<file path="src/gpdc_pkg.sv">
// Package for the global power down sequencer: register map, timing, types.
// Assumes a single SDRAM-domain clock of 25 MHz and an MMIO request port.
// Notes on behaviour
// RULE1 - Global sleep starts only on an MMIO write to the sleep trigger register.
// RULE2 - The triggering write stays uncompleted for the whole sleep period.
// RULE3 - On wake-up the held trigger write is completed.
// RULE4 - Core finishes earlier instructions before sleep, later ones only after wake.
// RULE5 - Any interrupt accepted by the interrupt controller wakes the chip.
// RULE6 - A highway memory request from a running unit wakes the chip.
// RULE7 - PLLs, interrupt logic, timers, wake logic, PCI and sleepless units stay powered.
// RULE8 - Entering sleep stops most clocks and puts SDRAM into self-refresh.
// RULE9 - Sleep cuts all peripherals except boot, caches, PCI, timers, vectored IRQ unit.
// RULE10 - Selected peripherals may be excluded from global power down.
// RULE11 - A per-block shutdown register powers chosen blocks down independently.
// RULE12 - Trigger write leaves shutoff register alone; shutoff write never triggers sleep.
// RULE13 - Before sleep, wait until any SDRAM transfer in progress has finished.
// RULE14 - Wake order: drop sleep signal, leave self-refresh, then complete the write.
// RULE15 - Sleep trigger register holds nothing; reads return undefined, no side effect.
// RULE16 - Shutoff bit one powers its block off; zero restores power.
package gpdc_pkg;
    localparam logic [23:0] GSLEEP_TRIG_OFS = 24'h100108;
    localparam logic [23:0] UNIT_SHUTOFF_OFS = 24'h103428;
    localparam logic [31:0] UNIT_SHUTOFF_RST = 32'h00000000;
    localparam logic [31:0] TRIG_READ_VALUE = 32'h00000000;
    localparam int NUM_UNITS = 16;
    // Self-refresh exit time in ns (SDRAM needs time before first access)
    localparam int SR_EXIT_NS = 200;
    localparam int CLK_MHZ = 25;
    localparam int SR_EXIT_CYC = (SR_EXIT_NS * CLK_MHZ + 999) / 1000;
    localparam logic [3:0] SR_EXIT_CNT = 4'(SR_EXIT_CYC);

    typedef enum logic [2:0] {
        GPDC_IDLE = 3'b000,
        GPDC_DRAIN = 3'b001,
        GPDC_SLEEP = 3'b011,
        GPDC_WAKE = 3'b010,
        GPDC_SREXIT = 3'b110,
        GPDC_DONE = 3'b111
    } gpdc_state_t;

    typedef struct packed {
        logic valid;
        logic write;
        logic [23:0] addr;
        logic [31:0] wdata;
    } gpdc_mmio_req_t;

    typedef struct packed {
        logic done;
        logic [31:0] rdata;
    } gpdc_mmio_rsp_t;
endpackage : gpdc_pkg

</file>
<file path="src/gpdc_sync.sv">
// Two-flop synchroniser vector for wake sources arriving from outside logic.
// Assumes inputs may be asynchronous to clk.
`timescale 1ns/10ps
`default_nettype none
module gpdc_sync #(
    parameter int WIDTH = 2
) (
    // Clock and reset
    input wire logic clk,
    input wire logic reset_n,
    // Data
    input wire logic [WIDTH-1:0] async_in,
    output logic [WIDTH-1:0] sync_out
);
    logic [WIDTH-1:0] meta_reg;

    // First stage is read only by the second
    always_ff @(posedge clk or negedge reset_n) begin
        if (!reset_n) begin
            meta_reg <= '0;
            sync_out <= '0;
        end else begin
            meta_reg <= async_in;
            sync_out <= meta_reg;
        end
    end
endmodule : gpdc_sync
`default_nettype wire

</file>
<file path="src/gpdc_seq.sv">
// Global power down sequencer with per-unit shutoff register.
// Assumes an MMIO port that holds a request until done, and an SDRAM
// controller that reports busy and acknowledges self-refresh entry.
`timescale 1ns/10ps
`default_nettype none
module gpdc_seq #(
    parameter int NUM_UNITS = gpdc_pkg::NUM_UNITS
) (
    // Clock and reset
    input wire logic clk,
    input wire logic reset_n,
    // MMIO request and response
    input wire gpdc_pkg::gpdc_mmio_req_t mmio_req,
    output gpdc_pkg::gpdc_mmio_rsp_t mmio_rsp,
    // Wake sources
    input wire logic irq_accepted,
    input wire logic highway_req,
    // SDRAM controller handshake
    input wire logic sdram_busy,
    input wire logic sdram_sr_ack,
    output logic sdram_sr_req,
    // Power controls
    input wire logic [NUM_UNITS-1:0] sleepless,
    output logic global_sleep,
    output logic [NUM_UNITS-1:0] unit_clk_off,
    output logic [NUM_UNITS-1:0] unit_power_off
);
    gpdc_pkg::gpdc_state_t state_reg, state_next;
    logic [NUM_UNITS-1:0] shutoff_reg;
    logic [3:0] cnt_reg, cnt_next;
    logic [1:0] wake_sync;
    logic [31:0] rdata_reg;
    logic done_reg;
    logic sleep_reg, sr_reg;

    gpdc_sync #(.WIDTH(2)) u_wake_sync (
        .clk(clk),
        .reset_n(reset_n),
        .async_in({irq_accepted, highway_req}),
        .sync_out(wake_sync)
    );

    // Address decode
    wire hit_trig = mmio_req.valid && mmio_req.addr == gpdc_pkg::GSLEEP_TRIG_OFS;
    wire hit_shut = mmio_req.valid && mmio_req.addr == gpdc_pkg::UNIT_SHUTOFF_OFS;
    wire trig_write = hit_trig && mmio_req.write; // RULE1
    wire shut_write = hit_shut && mmio_req.write && !done_reg;
    wire wake = wake_sync[1] | wake_sync[0]; // RULE5 RULE6
    wire idle = state_reg == gpdc_pkg::GPDC_IDLE;
    // Non-trigger accesses finish in one cycle; trigger write is held
    wire plain_done = mmio_req.valid && !trig_write && idle && !done_reg;

    // Next state of the sleep sequence
    always_comb begin
        state_next = state_reg;
        cnt_next = cnt_reg;
        unique case (state_reg)
            gpdc_pkg::GPDC_IDLE: if (trig_write && !done_reg) state_next = gpdc_pkg::GPDC_DRAIN;
            gpdc_pkg::GPDC_DRAIN: if (!sdram_busy && sdram_sr_ack) begin // RULE13 RULE8
                state_next = gpdc_pkg::GPDC_SLEEP;
            end
            gpdc_pkg::GPDC_SLEEP: if (wake) state_next = gpdc_pkg::GPDC_WAKE;
            gpdc_pkg::GPDC_WAKE: begin
                state_next = gpdc_pkg::GPDC_SREXIT; // RULE14
                cnt_next = gpdc_pkg::SR_EXIT_CNT;
            end
            gpdc_pkg::GPDC_SREXIT: begin
                if (!sdram_sr_ack && cnt_reg <= 4'h1) state_next = gpdc_pkg::GPDC_DONE;
                if (cnt_reg != 4'h0) cnt_next = cnt_reg - 4'h1;
            end
            gpdc_pkg::GPDC_DONE: state_next = gpdc_pkg::GPDC_IDLE; // RULE3
            default: state_next = gpdc_pkg::GPDC_IDLE;
        endcase
    end

    // Sequencer registers
    always_ff @(posedge clk or negedge reset_n) begin
        if (!reset_n) begin
            state_reg <= gpdc_pkg::GPDC_IDLE;
            cnt_reg <= 4'h0;
        end else begin
            state_reg <= state_next;
            cnt_reg <= cnt_next;
        end
    end

    // Sleep and self-refresh controls
    always_ff @(posedge clk or negedge reset_n) begin
        if (!reset_n) begin
            sleep_reg <= 1'b0;
            sr_reg <= 1'b0;
        end else begin
            sr_reg <= state_next == gpdc_pkg::GPDC_DRAIN && !sdram_busy
                || state_next == gpdc_pkg::GPDC_SLEEP; // RULE8 RULE13
            sleep_reg <= state_next == gpdc_pkg::GPDC_SLEEP; // RULE2 RULE14
        end
    end

    // Shutoff register and MMIO response; trigger write never touches it
    always_ff @(posedge clk or negedge reset_n) begin
        if (!reset_n) begin
            shutoff_reg <= gpdc_pkg::UNIT_SHUTOFF_RST[NUM_UNITS-1:0];
            rdata_reg <= 32'h00000000;
            done_reg <= 1'b0;
        end else begin
            if (shut_write && idle) shutoff_reg <= mmio_req.wdata[NUM_UNITS-1:0]; // RULE11 RULE12 RULE16
            done_reg <= plain_done || state_reg == gpdc_pkg::GPDC_DONE; // RULE2 RULE3 RULE4
            if (hit_shut && !mmio_req.write) begin
                rdata_reg <= 32'(shutoff_reg);
            end else begin
                rdata_reg <= gpdc_pkg::TRIG_READ_VALUE; // RULE15
            end
        end
    end

    // Outputs; always-on units (PLL, IRQ, timers, PCI, caches) are outside these vectors
    assign global_sleep = sleep_reg;
    assign sdram_sr_req = sr_reg;
    assign unit_clk_off = {NUM_UNITS{sleep_reg}} & ~sleepless; // RULE7 RULE9 RULE10
    assign unit_power_off = shutoff_reg | ({NUM_UNITS{sleep_reg}} & ~sleepless); // RULE9 RULE11
    assign mmio_rsp.done = done_reg;
    assign mmio_rsp.rdata = rdata_reg;

    // Completion checks: the trigger write is held, other accesses finish at once
    a_no_done_sleep: assert property (@(posedge clk) disable iff (!reset_n) // RULE2
        global_sleep |-> !mmio_rsp.done)
        else $error("write completed while asleep");

    a_held_busy: assert property (@(posedge clk) disable iff (!reset_n) // RULE2 RULE4
        (!idle && state_reg != gpdc_pkg::GPDC_DONE) |=> !mmio_rsp.done)
        else $error("access completed during sequence");

    a_sleep_hold: assert property (@(posedge clk) disable iff (!reset_n) // RULE2
        (state_reg == gpdc_pkg::GPDC_SLEEP && !wake) |=> global_sleep && !mmio_rsp.done)
        else $error("sleep left without wake");

    a_done_pulse: assert property (@(posedge clk) disable iff (!reset_n) // RULE3
        mmio_rsp.done |=> !mmio_rsp.done)
        else $error("completion longer than one cycle");

    a_done_idle: assert property (@(posedge clk) disable iff (!reset_n) // RULE3
        (state_reg == gpdc_pkg::GPDC_DONE) |=> idle && mmio_rsp.done)
        else $error("held write not completed");

    a_wake_bound: assert property (@(posedge clk) disable iff (!reset_n) // RULE3
        (global_sleep && wake) |-> ##[1:20] mmio_rsp.done)
        else $error("wake not completed");

    a_trig_read: assert property (@(posedge clk) disable iff (!reset_n) // RULE15
        (hit_trig && !mmio_req.write && idle && !done_reg)
        |=> mmio_rsp.done && idle && mmio_rsp.rdata == gpdc_pkg::TRIG_READ_VALUE)
        else $error("trigger read had a side effect");

    // Sequence checks: entry only by trigger, drain first, ordered wake
    a_trig_only: assert property (@(posedge clk) disable iff (!reset_n) // RULE1
        (idle && !trig_write) |=> !global_sleep)
        else $error("sleep without trigger");

    a_trig_start: assert property (@(posedge clk) disable iff (!reset_n) // RULE1
        (trig_write && idle && !done_reg) |=> state_reg == gpdc_pkg::GPDC_DRAIN)
        else $error("trigger write not taken");

    a_drain_wait: assert property (@(posedge clk) disable iff (!reset_n) // RULE13
        (state_reg == gpdc_pkg::GPDC_DRAIN && sdram_busy) |=> !global_sleep)
        else $error("slept during transfer");

    a_drain_sr_low: assert property (@(posedge clk) disable iff (!reset_n) // RULE13
        (state_reg == gpdc_pkg::GPDC_DRAIN && sdram_busy) |=> !sdram_sr_req)
        else $error("self-refresh asked during transfer");

    a_drain_enter: assert property (@(posedge clk) disable iff (!reset_n) // RULE8
        (state_reg == gpdc_pkg::GPDC_DRAIN && !sdram_busy && sdram_sr_ack)
        |=> global_sleep && sdram_sr_req)
        else $error("sleep not entered");

    a_sr_in_sleep: assert property (@(posedge clk) disable iff (!reset_n) // RULE8
        global_sleep |-> sdram_sr_req)
        else $error("SDRAM not in self-refresh");

    a_wake_leave: assert property (@(posedge clk) disable iff (!reset_n) // RULE5 RULE6
        (state_reg == gpdc_pkg::GPDC_SLEEP && wake) |=> !global_sleep ##0 $past(global_sleep))
        else $error("sleep not dropped");

    a_wake_count: assert property (@(posedge clk) disable iff (!reset_n) // RULE14
        (state_reg == gpdc_pkg::GPDC_WAKE)
        |=> state_reg == gpdc_pkg::GPDC_SREXIT && cnt_reg == gpdc_pkg::SR_EXIT_CNT)
        else $error("self-refresh exit not started");

    a_srexit_sr_low: assert property (@(posedge clk) disable iff (!reset_n) // RULE14
        (state_reg == gpdc_pkg::GPDC_SREXIT) |-> !sdram_sr_req)
        else $error("self-refresh still asked on exit");

    a_srexit_ack_wait: assert property (@(posedge clk) disable iff (!reset_n) // RULE14
        (state_reg == gpdc_pkg::GPDC_SREXIT && sdram_sr_ack)
        |=> state_reg == gpdc_pkg::GPDC_SREXIT)
        else $error("left exit while SDRAM in self-refresh");

    a_srexit_time: assert property (@(posedge clk) disable iff (!reset_n) // RULE14
        $rose(state_reg == gpdc_pkg::GPDC_SREXIT) |-> !mmio_rsp.done [*5])
        else $error("completed before exit time");

    a_wake_order: assert property (@(posedge clk) disable iff (!reset_n) // RULE14
        $fell(global_sleep) |-> !mmio_rsp.done [*3])
        else $error("done before SR exit");

    // Register and power checks
    a_shut_keep: assert property (@(posedge clk) disable iff (!reset_n) // RULE12
        trig_write |=> $stable(shutoff_reg))
        else $error("shutoff changed by trigger");

    a_shut_done: assert property (@(posedge clk) disable iff (!reset_n) // RULE12
        (shut_write && idle) |=> mmio_rsp.done && !global_sleep)
        else $error("shutoff write misbehaved");

    a_shut_set: assert property (@(posedge clk) disable iff (!reset_n) // RULE16
        (shut_write && idle && mmio_req.wdata[0]) |=> unit_power_off[0])
        else $error("shutoff bit did not power off");

    a_shut_clear: assert property (@(posedge clk) disable iff (!reset_n) // RULE16
        (shut_write && idle && !mmio_req.wdata[0]) |=> !unit_power_off[0])
        else $error("cleared shutoff bit kept power off");

    a_sleepless: assert property (@(posedge clk) disable iff (!reset_n) // RULE10
        (unit_clk_off & sleepless) == '0)
        else $error("sleepless unit stopped");
endmodule : gpdc_seq
`default_nettype wire

</file>
<file path="config.mk">
export PLATFORM = sky130hd
export DESIGN_NAME = gpdc_seq
export DESIGN_NICKNAME = d
export VERILOG_FILES = /design/src/gpdc_pkg.sv /design/src/gpdc_sync.sv /design/src/gpdc_seq.sv
export SDC_FILE = /design/constraint.sdc
export NUM_CORES = 1
export LEC_CHECK = 0
export BUFFER_PORTS_ARGS = -buffer_cell sky130_fd_sc_hd__buf_4
export CORE_MARGIN = 5
export CORE_UTILIZATION = 38
export CTS_CLUSTER_DIAMETER = 120
export CTS_CLUSTER_SIZE = 30
export DETAILED_ROUTE_END_ITERATION = 10
export PLACE_DENSITY = 0.88
export RECOVER_POWER = 50
export SYNTH_ARGS = -nofsm -noshare
export SYNTH_HDL_FRONTEND = slang
export SYNTH_SLANG_ARGS = --single-unit
</file>
<file path="constraint.sdc">
create_clock -name clk -period 1.7 [get_ports clk]
set_input_delay 0.085 -clock clk [delete_from_list [all_inputs] [get_ports clk]]
set_output_delay 0.085 -clock clk [all_outputs]
set_load 0.005 [all_outputs]
</file>
==> flow_summary.json <==
{
  "status": "finished, violations left",
  "violations": "negative setup slack",
  "final_hold_viol_count": 0,
  "synth_seq_cells": 46,
  "syn_inst": 192,
  "drc": 0,
  "grt_pass1_vias": 1859,
  "cts_sinks": 46,
  "synth_area_per_cell_um2": 11.7,
  "synthTopCellsByCount": "dfrtp_1 (46), nor2b_1 (20), buf_4 (17), and2_1 (16), or2_2 (16)",
  "core_area_um2": 5850,
  "fin_skew_ns": 0.00578,
  "irDropWorstVdd_mv": 0.562,
  "finalWorstSetupSlack_ns": -0.0389,
  "numCtsBuffers": 5,
  "post-route-period-util_pct": 102,
  "grt_pass1_wl_um": 8650,
  "crit_arrival_ns": 1.91,
  "antenna_found_initial": 0,
  "synthTopCellsByArea": "dfrtp_1 (51%), mux2_4 (6.7%), buf_4 (5.7%)",
  "synth_cell_types": 35,
  "num_vias": 1856,
  "synth_edf_count": 0,
  "synth_fa_ha_area_share_pct": 1.66,
  "h-tree-depth": 2,
  "avgRoutedWirePerCell_um": 14.4,
  "drv_cap": 0,
  "yosysTopAreaCellShare_pct": 51.1,
  "n_antenna_cell": 0,
  "grt_start_max_net_pins": 47,
  "slew_viol_final": 0,
  "maxSlewHeadroom_pct": 25.2,
  "gr-total-overflow": 0,
  "synth_top_family_by_area": "simple AND/OR/NAND/NOR gates",
  "critPathCaptureType": "register",
  "die_w_um": 87.0,
  "hp-class": "in2reg",
  "n_fill_cell": 515,
  "crit_type": "reg2reg",
  "muxShareOfSynthArea_pct": 9.66,
  "rows": 28,
  "track_usage_pct": 14.6,
  "ioPinCount": 147,
  "leakage_nw": 1.84,
  "cp_data_required_time_ns": 1.87,
  "power_density_nw_per_um2": 595,
  "clockBufferDepth": 2,
  "cts.clk_slew.worst_paths_ns": 0.08,
  "die_area_um2": 7570,
  "cts_tree": "yes",
  "final_core_util_pct": 58.7,
  "hold_ws_ns": 0.0246,
  "syn_area_um2": 2250,
  "synth-async-reset-ratio_pct": 100,
  "fin_crit_ns": 1.74,
  "synth.largest_area_cell": "dfrtp_1",
  "path_max_fanout": 8,
  "place.gp.congestion": 0.772,
  "setup-violations-final": 15,
  "synth_xor_xnor_area_share_pct": 0,
  "yosysWarnings": 0,
  "hpwl_um": 4430,
  "power_mw": 2.04,
  "port_buffers": 114,
  "rsz0062_at_grt": "true",
  "synth-compound-area-share_pct": 4.27,
  "place_area_um2": 3210,
  "stdcell_area_um2": 3430,
  "fin_tns_setup_ns": -0.271,
  "drt-pass1-iter-count": 4,
  "worst-slew-pin-transition_ns": 1.12,
  "root_buffer": "clkbuf_8",
  "routed_wl_um": 5780,
  "layout-drive-gt1-share_pct": 55.2,
  "drt_iter0_markers": 63,
  "insertion_delay_ns": 0.29,
  "ys_dominant_reg_cell": "dfrtp_1",
  "nNetsFinal": 408,
  "ant_nets": 0,
  "critPathLaunchType": "register",
  "max_freq_ghz": 0.575,
  "area_growth_pct": 52.2,
  "fp.dieH_um": 87.0,
  "viasPerCell": 4.63,
  "synth_most_common_cell": "dfrtp_1",
  "start_util_pct": 38.5,
  "seq_area_frac_synth_pct": 51.1,
  "yosys.area_share.simple_pct": 25.3
}
critical path: stages (launching register included):
cell and delay [ns]:
dfrtp_1 0.41, nor4_4 0.33, nand2_2 0.10, nor4_4 0.15
buf_4 0.17, clkbuf_16 0.16, mux2_4 0.30
routing by layer:
layer | up-vias | part of all wire (%) | global-route usage (%)
met1 | 898 | 37 | 17.5
met5 | - | 0 | 0
met3 | 4 | 7.5 | 4.07
met4 | 0 | 0.50 | 3.40
met2 | 71 | 55 | 25.8
li1 | 883 | - | -
kinds of logic (layout without fill, tap and decap cells):
group | after synthesis | after routing
AO/OA/AOI/OAI | 16 | 16
adder cells (fa/ha/maj) | 3 | 3
buffers and inverters | 27 | 146
flip-flops | 46 | 46
multiplexers | 16 | 16
other | 1 | 16
AND/OR/NAND/NOR | 83 | 83
path summary, 6_finish.rpt:
kind                                                      to  depth (start not counted)                         startpoint  slack [ns]
max                               shutoff_reg[9]$_DFFE_PN0P_                          6             state_reg[1]$_DFF_PN0_       -0.04
min                              shutoff_reg[11]$_DFFE_PN0P_                          2                       mmio_req[11]        0.02
max reg2reg                       shutoff_reg[9]$_DFFE_PN0P_                          6             state_reg[1]$_DFF_PN0_       -0.04
min reg2reg                u_wake_sync.sync_out[1]$_DFF_PN0_                          0  u_wake_sync.meta_reg[1]$_DFF_PN0_        0.35
max in group asynchronous         shutoff_reg[0]$_DFFE_PN0P_                          2                            reset_n        0.48
min in group asynchronous             cnt_reg[2]$_DFFE_PN0P_                          2                            reset_n        0.54
layout by cell type, fill, tap and decap left out, types with 2 or more instances in the layout:
cell	count
or2_2	16
nand2_1	7
nand4_1	2
nor4_4	3
nor2b_1	20
dfrtp_1	46
nand3_1	3
conb_1	16
ha_1	3
dlygate4sd3_1	4
nor3_1	2
o21ai_0	8
mux2_4	16
buf_4	120
inv_1	4
nor3b_1	3
clkbuf_4	7
clkbuf_8	8
a21oi_1	3
and2_1	16
nor4_2	2
where the power goes:
group / internal [mW] / switching [mW] / leakage [nW]
registers: 1.10 / 0.00295 / 0.632
clock network: 0.411 / 0.346 / 0.0575
logic: 0.113 / 0.0683 / 1.15
metrics by stage:
step / setup WS, ns / instances
finish: -0.0389 / 401
global route: -0.132 / 401
CTS: -0.0323 / 397
detailed placement: -0.0808 / 385
global placement: -0.0148 / 385
floorplan: -0.118 / 207
cell type report:
cell class | instances | area, um^2 | area share, %
sequential | 46 | 1150 | 33.5
tap | 75 | 93.8 | 2.73
timing repair buffer | 134 | 1040 | 30.4
inverter | 4 | 15.0 | 0.437
multi-input combinational | 134 | 1020 | 29.7
clock buffer | 8 | 110 | 3.21
repair_timing:
| item | in CTS | in global routing |
|---|---|---|
| hold endpoints to repair | 49 | 0 |
| gates resized for setup | 1 | 8 |
| setup endpoints to repair | 9 | 35 |
| buffers inserted | 0 | 3 |
| hold buffers | 4 | 0 |
| gates cloned | 0 | 1 |
(Power assumes the default switching activity.)
